$ cat config.mk
export PLATFORM = sky130hd
export DESIGN_NAME = ctr_clock_tree
export DESIGN_NICKNAME = d
export VERILOG_FILES = /design/src/core/ctr_pkg.sv /design/src/core/ctr_clock_tree.sv
export VERILOG_INCLUDE_DIRS = /design/src /design/src/core
export SDC_FILE = /design/constraint.sdc
export NUM_CORES = 1
export LEC_CHECK = 0
export BUFFER_PORTS_ARGS = -buffer_cell sky130_fd_sc_hd__buf_4
export CAP_MARGIN = 5
export CORE_MARGIN = 2
export CORE_UTILIZATION = 55
export DETAILED_ROUTE_END_ITERATION = 8
export PLACE_DENSITY = 0.84
export SLEW_MARGIN = 20
export SYNTH_ARGS = -nofsm -noshare
export SYNTH_HDL_FRONTEND = slang
export SYNTH_SLANG_ARGS = --single-unit
$ cat constraint.sdc
create_clock -name clk_sys -period 5.7 [get_ports clk_sys]
set_clock_uncertainty 0.05 [all_clocks]
set_input_delay 0 -clock clk_sys [delete_from_list [all_inputs] [get_ports clk_sys]]
set_output_delay 0 -clock clk_sys [all_outputs]
set_load 0.005 [all_outputs]
$ cat src/core/ctr_clock_tree_cfg.svh
/*
  Register map, field positions, reset values and source indices of the clock tree.
  Assumes inclusion by its bare name from the clock tree design file.
*/
// Behaviour
// - Five paths: FREQUENCY_LOCKED_LOOP, PLL, three direct
// - FREQUENCY_LOCKED_LOOP and PLL can be bypassed
// - Path source 3-bit code, 5-7 reserved
// - Interconnect mux: 0,1,16,17,19 valid
// - Five high-frequency roots with fixed destinations
// - Every root also feeds the interconnect
// - Root selector codes 0-4 pick paths
// - Root predivider 1,2,4,8 by 2-bit code
// - Roots 1-4 gateable, root 0 always on
// - Low-frequency clock selects three low oscillators
// - Pump clock: path or alternate pump clock, /1-/16, gateable
// - Group clock from 8-bit divider, default /1
// - Tick timer clock: main osc or root 0
// - Core clock divides root 0
// - Peripheral source clock divides root 0
// - Auxiliary core clock divides peripheral source
// - FREQUENCY_LOCKED_LOOP unlocks when error exceeds tolerance
// - FREQUENCY_LOCKED_LOOP step is measurement plus settling
// - FREQUENCY_LOCKED_LOOP counts osc cycles per reference window
// - FREQUENCY_LOCKED_LOOP waits settling reference clocks after change
`ifndef CTR_CLOCK_TREE_CFG_SVH
`define CTR_CLOCK_TREE_CFG_SVH
// Byte offsets
`define CTR_OFS_PATH_SEL 12'h000
`define CTR_OFS_IC_SEL 12'h004
`define CTR_OFS_MISC 12'h008
`define CTR_OFS_DIV 12'h00c
`define CTR_OFS_ROOT0 12'h010
`define CTR_OFS_FLL0 12'h024
`define CTR_OFS_FLL1 12'h028
`define CTR_OFS_STATUS 12'h02c
// Field positions in the misc register
`define CTR_MISC_LF 1:0
`define CTR_MISC_PUMP_PATH 4:2
`define CTR_MISC_PUMP_DIV 7:5
`define CTR_MISC_PUMP_EN 8
`define CTR_MISC_PUMP_ALT 9
`define CTR_MISC_TIMER_SEL 10
`define CTR_MISC_TIMER_DIV 12:11
`define CTR_MISC_FLL_BYP 13
`define CTR_MISC_PLL_BYP 14
// Reset values
`define CTR_MISC_RST 32'h0000_6000
`define CTR_FLL0_RST 32'h0801_0010
`define CTR_FLL1_RST 32'h0000_0001
`define CTR_FREQ_RST 9'h100
// Source indices in the synchronised input vector
`define CTR_SRC_IMO 0
`define CTR_SRC_ILO 4
`define CTR_SRC_WCO 5
`define CTR_SRC_PRECISION_LOW_OSC 6
`define CTR_SRC_IC0 7
`define CTR_SRC_CCO 9
`define CTR_SRC_PLL 10
`define CTR_SRC_PUMP_ALT 11
`define CTR_NSRC 12
`endif

$ cat src/core/ctr_pkg.sv
/*
  Types of the clock tree: bus carriers and the FREQUENCY_LOCKED_LOOP state.
  Assumes nothing beyond a SystemVerilog compiler.
*/
package ctr_pkg;
  typedef struct packed {
    logic psel;
    logic penable;
    logic pwrite;
    logic [11:0] paddr;
    logic [31:0] pwdata;
  } ctr_apb_req_t;
  typedef struct packed {
    logic pready;
    logic pslverr;
    logic [31:0] prdata;
  } ctr_apb_rsp_t;
  typedef enum logic [1:0] {CTR_FLL_IDLE, CTR_FLL_MEAS, CTR_FLL_SETTLE} ctr_fll_state_t;
endpackage

$ cat src/core/ctr_clock_tree.sv
/*
  Clock tree root selection: path muxes, FREQUENCY_LOCKED_LOOP loop, root muxes with predividers,
  low-frequency, pump, timer and derived core and peripheral clocks, APB registers.
  Assumes oscillator levels arrive asynchronously and are far slower than clk_sys.
*/
// Added by the designer: the address map and the APB slave port.
`include "ctr_clock_tree_cfg.svh"
`timescale 1ns/1ps
`default_nettype none

// ==========================================================================
// Integer divider on the rising edges of a sampled clock level
// ==========================================================================
module ctr_div (
  // Clock and reset
  input wire logic clk_sys,
  input wire logic resetn,
  // Source and control
  input wire logic src,
  input wire logic [7:0] div,
  input wire logic en,
  // Divided level
  output logic out_q
);
  logic prev_q;
  logic [7:0] cnt_q;
  logic [7:0] cnt_d;
  wire rise = src & ~prev_q;
  wire wrap = (cnt_q >= div);

  assign cnt_d = rise ? (wrap ? 8'h00 : cnt_q + 8'h01) : cnt_q;

  always_ff @(posedge clk_sys)
  begin
    if (!resetn)
    begin
      prev_q <= 1'b0;
      cnt_q <= 8'h00;
      out_q <= 1'b0;
    end
    else
    begin
      prev_q <= src;
      cnt_q <= en ? cnt_d : 8'h00;
      if (!en)
        out_q <= 1'b0;
      else if (div == 8'h00)
        out_q <= src;
      else
        out_q <= (cnt_d <= {1'b0, div[7:1]});
    end
  end
endmodule // ctr_div

// ==========================================================================
// Top level
// ==========================================================================
module ctr_clock_tree (
  // Clock and reset
  input wire logic clk_sys,
  input wire logic resetn,
  // Register bus
  input wire ctr_pkg::ctr_apb_req_t apb_req,
  output ctr_pkg::ctr_apb_rsp_t apb_rsp_q,
  // Oscillator and source inputs
  input wire logic internal_main_osc,
  input wire logic external_clock_in,
  input wire logic external_crystal_osc,
  input wire logic alternate_high_freq_source,
  input wire logic internal_low_osc,
  input wire logic watch_crystal_osc,
  input wire logic precision_low_osc,
  input wire logic [1:0] interconnect_out,
  input wire logic controlled_osc,
  input wire logic pll_clk,
  input wire logic pump_alt_clk,
  // Loop control to the oscillator
  output logic [8:0] controlled_osc_freq_q,
  output logic fll_lock_q,
  // Root clocks and their interconnect copies
  output logic [4:0] high_freq_root_clock,
  output logic [4:0] interconnect_root_clock,
  // Derived clocks
  output logic low_freq_clock_q,
  output logic pump_clock_q,
  output logic timer_clock_q,
  output logic core_clock_q,
  output logic peripheral_source_clock_q,
  output logic aux_core_clock_q,
  output logic group_clock_q
);
  import ctr_pkg::*;

  // ========================================================================
  // Input synchronisers
  // ========================================================================
  logic [`CTR_NSRC-1:0] src_m_q;
  logic [`CTR_NSRC-1:0] src_s_q;
  logic [`CTR_NSRC-1:0] src_p_q;
  wire [`CTR_NSRC-1:0] src_raw = {pump_alt_clk, pll_clk, controlled_osc, interconnect_out,
    precision_low_osc, watch_crystal_osc, internal_low_osc, alternate_high_freq_source,
    external_crystal_osc, external_clock_in, internal_main_osc};

  always_ff @(posedge clk_sys)
  begin
    if (!resetn)
    begin
      src_m_q <= '0;
      src_s_q <= '0;
      src_p_q <= '0;
    end
    else
    begin
      src_m_q <= src_raw;
      src_s_q <= src_m_q;
      src_p_q <= src_s_q;
    end
  end

  // ========================================================================
  // Registers
  // ========================================================================
  logic [31:0] path_sel_q;
  logic [31:0] ic_sel_q;
  logic [31:0] misc_q;
  logic [31:0] div_q;
  logic [31:0] root_q [5];
  logic [31:0] fll0_q;
  logic [31:0] fll1_q;
  logic [31:0] status_w;
  logic [31:0] rdata_w;
  logic hit_w;

  wire setup_w = apb_req.psel & ~apb_req.penable;
  wire wr_w = apb_req.psel & apb_req.penable & apb_rsp_q.pready & apb_req.pwrite;
  wire [11:0] addr_w = apb_req.paddr;
  wire root_hit_w = (addr_w >= `CTR_OFS_ROOT0) && (addr_w < `CTR_OFS_FLL0)
    && (addr_w[1:0] == 2'b00);
  wire [2:0] root_idx_w = 3'(addr_w[11:2] - 10'(`CTR_OFS_ROOT0 >> 2));

  assign hit_w = root_hit_w || (addr_w == `CTR_OFS_PATH_SEL) || (addr_w == `CTR_OFS_IC_SEL)
    || (addr_w == `CTR_OFS_MISC) || (addr_w == `CTR_OFS_DIV) || (addr_w == `CTR_OFS_FLL0)
    || (addr_w == `CTR_OFS_FLL1) || (addr_w == `CTR_OFS_STATUS);

  assign rdata_w =
    (addr_w == `CTR_OFS_PATH_SEL) ? path_sel_q :
    (addr_w == `CTR_OFS_IC_SEL) ? ic_sel_q :
    (addr_w == `CTR_OFS_MISC) ? misc_q :
    (addr_w == `CTR_OFS_DIV) ? div_q :
    root_hit_w ? root_q[root_idx_w] :
    (addr_w == `CTR_OFS_FLL0) ? fll0_q :
    (addr_w == `CTR_OFS_FLL1) ? fll1_q :
    (addr_w == `CTR_OFS_STATUS) ? status_w : 32'h0000_0000;

  always_ff @(posedge clk_sys)
  begin
    if (!resetn)
      apb_rsp_q <= '0;
    else
    begin
      apb_rsp_q.pready <= setup_w;
      apb_rsp_q.pslverr <= setup_w & ~hit_w;
      apb_rsp_q.prdata <= (setup_w & ~apb_req.pwrite) ? rdata_w : 32'h0000_0000;
    end
  end

  always_ff @(posedge clk_sys)
  begin
    if (!resetn)
    begin
      path_sel_q <= 32'h0000_0000;
      ic_sel_q <= 32'h0000_0000;
      misc_q <= `CTR_MISC_RST;
      div_q <= 32'h0000_0000;
      fll0_q <= `CTR_FLL0_RST;
      fll1_q <= `CTR_FLL1_RST;
    end
    else if (wr_w)
    begin
      if (addr_w == `CTR_OFS_PATH_SEL)
        path_sel_q <= {17'h00000, apb_req.pwdata[14:0]};
      else if (addr_w == `CTR_OFS_IC_SEL)
        ic_sel_q <= {7'h00, apb_req.pwdata[24:0]};
      else if (addr_w == `CTR_OFS_MISC)
        misc_q <= {17'h00000, apb_req.pwdata[14:0]};
      else if (addr_w == `CTR_OFS_DIV)
        div_q <= apb_req.pwdata;
      else if (addr_w == `CTR_OFS_FLL0)
        fll0_q <= apb_req.pwdata;
      else if (addr_w == `CTR_OFS_FLL1)
        fll1_q <= {23'h000000, apb_req.pwdata[8:0]};
    end
  end

  // ========================================================================
  // Path source and interconnect muxes
  // ========================================================================
  logic [4:0] ic_mux_w;
  logic [4:0] path_src_w;
  logic [4:0] path_q;

  for (genvar i = 0; i < 5; i++)
  begin : g_path
    wire [2:0] psel_w = path_sel_q[3*i+2:3*i];
    wire [4:0] isel_w = ic_sel_q[5*i+4:5*i];
    assign ic_mux_w[i] =
      (isel_w == 5'h00) ? src_s_q[`CTR_SRC_IC0] :
      (isel_w == 5'h01) ? src_s_q[`CTR_SRC_IC0+1] :
      (isel_w == 5'h10) ? src_s_q[`CTR_SRC_ILO] :
      (isel_w == 5'h11) ? src_s_q[`CTR_SRC_WCO] :
      (isel_w == 5'h13) ? src_s_q[`CTR_SRC_PRECISION_LOW_OSC] : 1'b0;
    assign path_src_w[i] =
      (psel_w <= 3'h3) ? src_s_q[psel_w] :
      (psel_w == 3'h4) ? ic_mux_w[i] : 1'b0;
  end

  // Path 0 carries the FREQUENCY_LOCKED_LOOP, path 1 the PLL, others pass straight through
  wire fll_byp_w = misc_q[`CTR_MISC_FLL_BYP] | ~fll1_q[8];
  wire [4:0] path_d = {path_src_w[4:2],
    misc_q[`CTR_MISC_PLL_BYP] ? path_src_w[1] : src_s_q[`CTR_SRC_PLL],
    fll_byp_w ? path_src_w[0] : src_s_q[`CTR_SRC_CCO]};

  always_ff @(posedge clk_sys)
  begin
    if (!resetn)
      path_q <= 5'h00;
    else
      path_q <= path_d;
  end

  // ========================================================================
  // Frequency-locked loop
  // ========================================================================
  ctr_fll_state_t fll_st_q;
  logic ref_prev_q;
  logic [15:0] cco_cnt_q;
  logic [7:0] ref_cnt_q;
  wire ref_rise = path_src_w[0] & ~ref_prev_q;
  wire cco_rise = src_s_q[`CTR_SRC_CCO] & ~src_p_q[`CTR_SRC_CCO];
  wire [15:0] mult_w = fll0_q[15:0];
  wire [7:0] tol_w = fll0_q[23:16];
  wire [7:0] settle_w = fll0_q[31:24];
  wire [7:0] ref_div_w = fll1_q[7:0];
  wire [16:0] err_w = {1'b0, cco_cnt_q} - {1'b0, mult_w};
  wire fast_w = ~err_w[16] & (err_w != 17'h00000);
  wire [16:0] abs_w = err_w[16] ? (17'h00000 - err_w) : err_w;
  wire win_end_w = ref_rise && ({1'b0, ref_cnt_q} + 9'h001 >= {1'b0, ref_div_w});

  always_ff @(posedge clk_sys)
  begin
    if (!resetn)
    begin
      fll_st_q <= CTR_FLL_IDLE;
      ref_prev_q <= 1'b0;
      cco_cnt_q <= 16'h0000;
      ref_cnt_q <= 8'h00;
      fll_lock_q <= 1'b0;
      controlled_osc_freq_q <= `CTR_FREQ_RST;
    end
    else
    begin
      ref_prev_q <= path_src_w[0];
      case (fll_st_q)
        CTR_FLL_IDLE:
        begin
          fll_lock_q <= 1'b0;
          cco_cnt_q <= 16'h0000;
          ref_cnt_q <= 8'h00;
          if (!fll_byp_w && ref_rise)
            fll_st_q <= CTR_FLL_MEAS;
        end
        CTR_FLL_MEAS:
        begin
          if (fll_byp_w)
            fll_st_q <= CTR_FLL_IDLE;
          else if (win_end_w)
          begin
            fll_lock_q <= (abs_w <= {9'h000, tol_w});
            if (fast_w && controlled_osc_freq_q != 9'h000)
              controlled_osc_freq_q <= controlled_osc_freq_q - 9'h001;
            else if (err_w[16] && controlled_osc_freq_q != 9'h1ff)
              controlled_osc_freq_q <= controlled_osc_freq_q + 9'h001;
            ref_cnt_q <= 8'h00;
            fll_st_q <= CTR_FLL_SETTLE;
          end
          else
          begin
            if (cco_rise)
              cco_cnt_q <= cco_cnt_q + 16'h0001;
            if (ref_rise)
              ref_cnt_q <= ref_cnt_q + 8'h01;
          end
        end
        CTR_FLL_SETTLE:
        begin
          cco_cnt_q <= 16'h0000;
          if (fll_byp_w)
            fll_st_q <= CTR_FLL_IDLE;
          else if (ref_cnt_q >= settle_w)
          begin
            ref_cnt_q <= 8'h00;
            fll_st_q <= CTR_FLL_MEAS;
          end
          else if (ref_rise)
            ref_cnt_q <= ref_cnt_q + 8'h01;
        end
        default:
          fll_st_q <= CTR_FLL_IDLE;
      endcase
    end
  end

  // ========================================================================
  // High-frequency roots
  // ========================================================================
  for (genvar r = 0; r < 5; r++)
  begin : g_root
    wire [3:0] rsel_w = root_q[r][3:0];
    wire [1:0] pdiv_w = root_q[r][5:4];
    wire en_w = (r == 0) ? 1'b1 : root_q[r][31];
    wire rsrc_w = (rsel_w <= 4'h4) ? path_q[3'(rsel_w)] : 1'b0;
    wire [7:0] rdiv_w = (8'h01 << pdiv_w) - 8'h01;

    always_ff @(posedge clk_sys)
    begin
      if (!resetn)
        root_q[r] <= 32'h0000_0000;
      else if (wr_w && root_hit_w && root_idx_w == 3'(r))
        root_q[r] <= {apb_req.pwdata[31], 25'h0000000, apb_req.pwdata[5:0]};
    end

    ctr_div u_root_div (.clk_sys(clk_sys), .resetn(resetn), .src(rsrc_w), .div(rdiv_w),
      .en(en_w), .out_q(high_freq_root_clock[r]));
  end

  // Same flops feed the interconnect, predivider included
  assign interconnect_root_clock = high_freq_root_clock;

  // ========================================================================
  // Low-frequency, pump and timer clocks
  // ========================================================================
  wire [1:0] lf_sel_w = misc_q[`CTR_MISC_LF];
  wire lf_d = (lf_sel_w == 2'h0) ? src_s_q[`CTR_SRC_ILO] :
    (lf_sel_w == 2'h1) ? src_s_q[`CTR_SRC_PRECISION_LOW_OSC] :
    (lf_sel_w == 2'h2) ? src_s_q[`CTR_SRC_WCO] : 1'b0;

  always_ff @(posedge clk_sys)
  begin
    if (!resetn)
      low_freq_clock_q <= 1'b0;
    else
      low_freq_clock_q <= lf_d;
  end

  wire [2:0] pump_path_w = misc_q[`CTR_MISC_PUMP_PATH];
  wire [2:0] pump_code_w = misc_q[`CTR_MISC_PUMP_DIV];
  wire pump_path_clk_w = (pump_path_w <= 3'h4) ? path_q[pump_path_w] : 1'b0;
  wire pump_src_w = misc_q[`CTR_MISC_PUMP_ALT] ? src_s_q[`CTR_SRC_PUMP_ALT] : pump_path_clk_w;
  wire [7:0] pump_div_w = (pump_code_w <= 3'h4) ? ((8'h01 << pump_code_w) - 8'h01) : 8'h00;

  ctr_div u_pump_div (.clk_sys(clk_sys), .resetn(resetn), .src(pump_src_w), .div(pump_div_w),
    .en(misc_q[`CTR_MISC_PUMP_EN]), .out_q(pump_clock_q));

  wire timer_src_w = misc_q[`CTR_MISC_TIMER_SEL] ? high_freq_root_clock[0]
    : src_s_q[`CTR_SRC_IMO];
  wire [7:0] timer_div_w = (8'h01 << misc_q[`CTR_MISC_TIMER_DIV]) - 8'h01;

  ctr_div u_timer_div (.clk_sys(clk_sys), .resetn(resetn), .src(timer_src_w),
    .div(timer_div_w), .en(1'b1), .out_q(timer_clock_q));

  // ========================================================================
  // Clocks derived from root 0
  // ========================================================================
  ctr_div u_core_div (.clk_sys(clk_sys), .resetn(resetn), .src(high_freq_root_clock[0]),
    .div(div_q[7:0]), .en(1'b1), .out_q(core_clock_q));

  ctr_div u_peri_div (.clk_sys(clk_sys), .resetn(resetn), .src(high_freq_root_clock[0]),
    .div(div_q[15:8]), .en(1'b1), .out_q(peripheral_source_clock_q));

  ctr_div u_aux_div (.clk_sys(clk_sys), .resetn(resetn), .src(peripheral_source_clock_q),
    .div(div_q[23:16]), .en(1'b1), .out_q(aux_core_clock_q));

  ctr_div u_group_div (.clk_sys(clk_sys), .resetn(resetn), .src(high_freq_root_clock[0]),
    .div(div_q[31:24]), .en(1'b1), .out_q(group_clock_q));

  // ========================================================================
  // Status
  // ========================================================================
  assign status_w = {12'h000, high_freq_root_clock, fll_st_q, 1'b0,
    controlled_osc_freq_q, 2'b00, fll_lock_q};

endmodule // ctr_clock_tree
`default_nettype wire

After elaboration in Yosys (flattened, before gate mapping)
Memory sizes are Yosys's and may differ from the RTL's. Cells that the tools add are included.

Bits in registers: 347. Bits in writable memories: 35. Input bits: 61. Logic and storage cells: 454. Memories: 1.

$add $sub $neg: 26. Magnitude comparators: 50. Equal/unequal tests: 48. Shift-type cells: 7. Muxes and demuxes: 155. Bitwise gates (word level): 47. Reduce and logical (&&, ||, !) cells: 67.

Memories: root_q (words 5, bits a word 7, rd ports 6, clocked after Yosys merged registers in 0, wr ports 5, RTL line ctr_clock_tree.sv:127) `logic [31:0] root_q [5];`.

Operators by type and width (number): $mux 8 (28); $add 8x1->8 const B (12); $ge 8x8->1 (12); $mux 32 (3); $le 8x7->1 (11); $logic_not 8->1 (11); $mux 1 (88); $eq 5x5->1 const B (15); $sub 8x1->8 const B (7); $mux 25 (2); $mux 16 (3); $shl 1x2->8 const A (6); $mux 20 (2); $eq 12x6->1 const B (3); $mux 7 (5); $bmux 1 s3 (11); $pmux 16 s2 (1); $eq 5x1->1 const B (5); $logic_not 5->1 (5); $lt 3x5->1 const B (5); $eq 12x4->1 const B (2); $lt 3x4->1 const B (6); $pmux 8 s3 (1); $not 1->1 (23); other kinds (50) (133).

Depth between registers and ports, before layout
Word-level depth: 13. Gate-level depth with buffers: 23. Depth with buffers taken out: 22.

Cells and area by module
A second synthesis with hierarchy kept.

Cell total of the unflattened synthesis: 2766. Area, all modules: 23451.2 um2.

Modules (own cells, without submodules): ctr_clock_tree (times used 1, cells an instance 1644, area each 13785.7 um2, seq. area each 5655.4 um2); ctr_div at g_root[0].u_root_div ... (times used 10, cells an instance 102, area each 880.8 um2, seq. area each 200.2 um2); ctr_div at u_timer_div (times used 1, cells an instance 102, area each 857.1 um2, seq. area each 200.2 um2).

Worst setup path after synthesis
Ideal clock, no wire load.

Kind: register to register. From: register cco_cnt_q[0]. To: register controlled_osc_freq_q[8]. Arrival time: 4.808 ns. Required time: 5.529 ns. Path slack: 0.720 ns. Stages on the path, launching flop included: 23. Path through: dfxtp_1 inv_1 ha_1 inv_1 fa_1 a211oi_4 nor2_2 xor2_1 or4_4 or4b_4 nor2_4 a31o_4 inv_4 ha_1 nor2b_1 o21ai_0 a21boi_0 o21ai_0 a21oi_1 o21a_1 o21ai_0 a2bb2o_4 mux2_4.

Longest elaborated chain between the ends: 6. Elaborated cells between the ends (all ways): 9.

RTL lines: start, declared (RTL line ctr_clock_tree.sv:236) `logic [15:0] cco_cnt_q;`; start signal, assigned (RTL line ctr_clock_tree.sv:289) `cco_cnt_q <= cco_cnt_q + 16'h0001;`; $sub 16x16->17 * (RTL line ctr_clock_tree.sv:244) `wire [16:0] err_w = {1'b0, cco_cnt_q} - {1'b0, mult_w};`; $reduce_bool 17->1 or $not 1->1 (tied branches) (RTL line ctr_clock_tree.sv:245) `wire fast_w = ~err_w[16] & (err_w != 17'h00000);`; $and 1x1->1 (RTL line ctr_clock_tree.sv:245); $logic_and 1x1->1 (RTL line ctr_clock_tree.sv:279) `if (fast_w && controlled_osc_freq_q != 9'h000)`; $reduce_bool 2->1 (no source line); $reduce_and 4->1 (no source line); end signal, assigned (RTL line ctr_clock_tree.sv:258) `` controlled_osc_freq_q <= `CTR_FREQ_RST; ``; end signal, assigned (RTL line ctr_clock_tree.sv:280) `controlled_osc_freq_q <= controlled_osc_freq_q - 9'h001;`; end signal, assigned (RTL line ctr_clock_tree.sv:282) `controlled_osc_freq_q <= controlled_osc_freq_q + 9'h001;`; end, declared (RTL line ctr_clock_tree.sv:78) `output logic [8:0] controlled_osc_freq_q,`.

Every way passes the cells marked *; elsewhere a longest branch is shown, timed or not. A chain may end at the register's enable or synchronous reset.

Worst setup path in the final report
Ends and elaborated chain as after synthesis.

==> summary.md <==
| Metric | Value |
|---|---|
| CP Class | `flop to flop` |
| Clk_lat worst skew | `about 590 ps` |
| Sequential share of the synthesized area | `0.355` |
| Outcome | `completed` |
| Clock buffer count from CTS | `42` |
| GRT Util Overall | `0.332` |
| CP Launch Type | `flop` |
| Worst hold endpoint | `apb_rsp_q[13]$_SDFF_PN0_` |
| H-tree levels | `2` |
| Mux contribution to synthesized area | `0.0406` |
| CTS tree | `done` |
| Count leader, synth | `nand2_1` |
| VDD IR max | `between 0.15 and 0.2 mV` |
| DRT iter0 DRCs | `between 2000 and 3000` |
| Largest family of logic cells by synthesized area | `simple AND/OR/NAND/NOR gates` |
| Clock-pin slew on the worst setup and hold paths | `~60 ps` |
| EDFF count, synth | `35` |
| Post-Synthesis Cells | `~2700` |
| Grt peak-use layer | `met2` |
| Area Overhead vs Synth | `16.2%` |
| M1 GR Usage | `0.391` |
| Avg Vias per Cell | `~6.2` |
| Synth area leader | `dfxtp_1` |
| Avg Cell Area, Syn | `8.29 µm²` |
| Top_reg_cell synth | `dfxtp_1` |
| Antenna-violating nets left | `0` |
| Critical path's most frequent cell | `o21ai_1` |
| Fin area | `between 0.02 and 0.03 mm²` |
| Core Footprint | `roughly 0.040 mm²` |
| Lkg Pwr | `9.99 nW` |
| Routability cong. | `0.987` |
| Max_cap viols | `0` |
| Yosys reg bits | `373` |
| Yosys top cell area share | `0.308` |
| Period minus WS final | `5500 ps` |
| Nets | `just over 3000` |
| Delay-heaviest family, CP | `compound AO/OA/AOI/OAI gates` |
| Worst path cell trace | `inv_1 -> ha_1 -> inv_1 -> fa_1 -> a211oi_4 -> nor2_2 -> xor2_1 -> or4_4 -> or4b_4 -> nor2_4 -> a31o_4 -> inv_4 -> ha_1 -> nor2b_1 -> o21ai_1 -> a21boi_0 -> o21ai_1 -> a21oi_1 -> o21a_1 -> o21ai_1 -> a2bb2o_4 -> mux2_4` |
| Yosys warns | `0` |
| CP max-delay cell | `or4_4` |
| Post-synthesis compound-gate area fraction | `0.185` |
| Internal | `0.00456 W` |
| Final setup fails | `0` |
| Via Count | `about 21000` |
| Routed len/inst | `around 20 µm` |
| Max Root-Sink Buffers | `3` |
| Port buffer count | `about 120` |
| Clock power share | `0.495` |
| Reg2Reg Setup Slack | `200 ps` |
| FF-to-FF End | `controlled_osc_freq_q[8]$_SDFFE_PN1P_` |
| Top post-synthesis cells by count | `nand2_1, dfxtp_1, a21oi_1` |
| XOR/XNOR Fraction of Synth Area | `0.0231` |
| Clock Sinks | `~370` |
| Root Buffer | `clkbuf_16` |
| Switching part of the total | `0.236` |
| Die area | `around 0.042 mm²` |
| Req. time, crit path | `6110 ps` |
| Max Fanout on Critical Path | `10` |
| Hold Violations, Final | `0` |
| Hold depth | `4` |
| F_max | `approximately 180 MHz` |
| Met3 Use GR | `0.0898` |
| DP HPWL | `around 49000 µm` |
| TNS Setup | `0 ps` |
| Worst-Margin Slew | `about 1200 ps` |
| Largest net degree at the start of global routing | `roughly 100` |
| Vias in the first global route | `between 20000 and 25000` |
| Yosys cell types | `slightly above 80` |
| Mapped Area | `about 0.022 mm²` |
| Met2 Use GR | `0.547` |
| Critical Path Max Stage Delay | `580 ps` |
| Min-Delay Path Class | `input port to flop` |
| Fin. max-slew vios | `0` |
| RR Startpoint | `cco_cnt_q[0]$_SDFFE_PN0P_` |
| Layout cell share with drive strength beyond 1 | `0.100` |
| Power Density | `approximately 230 mW/mm²` |
| Post-synth ARST share | `0` |
| Grt ovf | `0` |
| RSZ-0062 raised after global routing | `no` |
| DP Area | `roughly 0.023 mm²` |
| Slew HR | `0.193` |
| Min-delay src | `apb_req[45]` |
| Combinational fraction of design power | `0.054` |
| DR pass1 iterations | `7` |
| First-pass GRT wire length | `about 110000 µm` |
| Ports | `122` |
| Adder-cell share of the synthesized area | `0.121` |
| Sw Pwr | `approximately 0.0014 W` |
| Initial antenna violation count | `4` |
| Path depth of the worst reg2reg path | `22` |
| Final period util | `0.965` |
| Simple-Gate Fraction of Synth Area | `0.229` |
| Starting density of the core | `0.555` |
| CP Capture Type | `flop` |
| CP Data Arrival Time | `5910 ps` |
| Die height | `204 µm` |
| Sequential Power Share | `0.451` |
| Row Count | `73` |
| Worst Path Buf+Inv | `3` |
| Die span in x | `204 µm` |
| DRC viols | `0` |
| Routed wire length | `roughly 69000 µm` |
| Top area cells in the synthesized netlist | `dfxtp_1, ha_1, nand2_1, a21oi_1, edfxtp_1` |
[stage by stage]
stage          cells  hold WS, ps  power, W   util  setup slack (ps)
6_report        3370          146   0.00597  0.644               200
5_1_grt         3370          127   0.00612  0.644              46.1
4_1_cts         3367         74.8   0.00598  0.644              43.3
3_5_place_dp    3224          163   0.00302  0.589               196
3_3_place_gp    3224          161   0.00301  0.589               407
2_1_floorplan   2667         74.0   0.00290      -               720
[metal layers]
layer,vias to the layer above,wire length (µm)
li1,9709,-
met1,9869,26600
met2,1065,31800
met3,269,6740
met4,0,4080
met5,-,0
[placed cells by master (no fill, tap or decap), types with 57 or more instances in the layout]
master,count
and2_1,101
a21oi_1,250
ha_1,209
dlygate4sd3_1,65
nand2_1,409
nor2_1,168
dfxtp_1,338
inv_1,147
nand3_1,57
buf_4,141
o21ai_0,101
[final cells by class]
class                   count  area [µm²]
fillers                  3165       14100
multi-input cells        2036       13300
flip-flops and latches    373        7820
repair buffers            207        1730
clock buffers              54        1230
well taps                 525         657
inverters                 149         564
clock inverters            24         273
diodes                      2        5.00
[worst reg2reg max path, cell delays in order, from the launching register on]
cell and delay, ps:
dfxtp_1 370, inv_1 130, ha_1 170, inv_1 60, fa_1 440, a211oi_4 320, nor2_2 60, xor2_1 180
or4_4 580, or4b_4 540, nor2_4 130, a31o_4 200, inv_4 80, ha_1 330, nor2b_1 150, o21ai_1 160
a21boi_0 160, o21ai_1 210, a21oi_1 110, o21a_1 210, o21ai_1 220, a2bb2o_4 240, mux2_4 280
[cell families (layout without fill, tap and decap cells)]
group           Yosys count  in the layout
compound gates          642            642
xor+xnor                 58             58
fa+ha+maj               211            211
buf+inv                 258            434
flops                   373            373
mux                      64             64
other cells               1             17
simple gates           1046           1046
[flip-flops by register name, indices dropped and copies added (netlist names), 2 cells and up]
signal	count
fll1_q	9
g_root.u_root_div.prev_q	5
div_q	32
apb_rsp_q	34
u_timer_div.cnt_q	8
cco_cnt_q	16
misc_q	15
src_s_q	12
ref_cnt_q	8
u_pump_div.cnt_q	8
u_group_div.cnt_q	8
u_peri_div.cnt_q	8
ic_sel_q	25
fll0_q	32
path_sel_q	15
controlled_osc_freq_q	9
u_aux_div.cnt_q	8
fll_st_q	2
u_core_div.cnt_q	8
root_q	35
src_m_q	12
g_root.u_root_div.out_q	5
path_q	5
g_root.u_root_div.cnt_q	40
[power by group through the flow]
stage	clock (W)	combinational [W]	sequential, W
floorplan	0	0.000162	0.00274
global placement	0	0.000264	0.00275
detailed placement	0	0.000274	0.00275
CTS	0.00298	0.000311	0.00269
global route	0.00308	0.000346	0.00269
finish	0.00296	0.000323	0.00269
[worst max path at each step]
| stage | start | endpoint | slack [ps] | cells after the start |
|---|---|---|---|---|
| after floorplan | cco_cnt_q[0]$_SDFFE_PN0P_ | controlled_osc_freq_q[8]$_SDFFE_PN1P_ | 720 | 22 |
| after global placement | cco_cnt_q[0]$_SDFFE_PN0P_ | controlled_osc_freq_q[8]$_SDFFE_PN1P_ | 410 | 22 |
| after detailed placement | cco_cnt_q[0]$_SDFFE_PN0P_ | controlled_osc_freq_q[8]$_SDFFE_PN1P_ | 200 | 22 |
| after CTS | cco_cnt_q[0]$_SDFFE_PN0P_ | controlled_osc_freq_q[8]$_SDFFE_PN1P_ | 40 | 22 |
| after global routing | cco_cnt_q[0]$_SDFFE_PN0P_ | controlled_osc_freq_q[8]$_SDFFE_PN1P_ | 50 | 22 |
| final | cco_cnt_q[0]$_SDFFE_PN0P_ | controlled_osc_freq_q[8]$_SDFFE_PN1P_ | 200 | 22 |
[repair_timing]
action	4_1_cts	5_1_grt
gates resized for setup	0	4
hold endpoints to repair	219	0
setup buffers	0	1
hold buffers	65	0
endpoints found under the setup margin	0	1
Note: power is estimated with default switching activity, not from simulation.
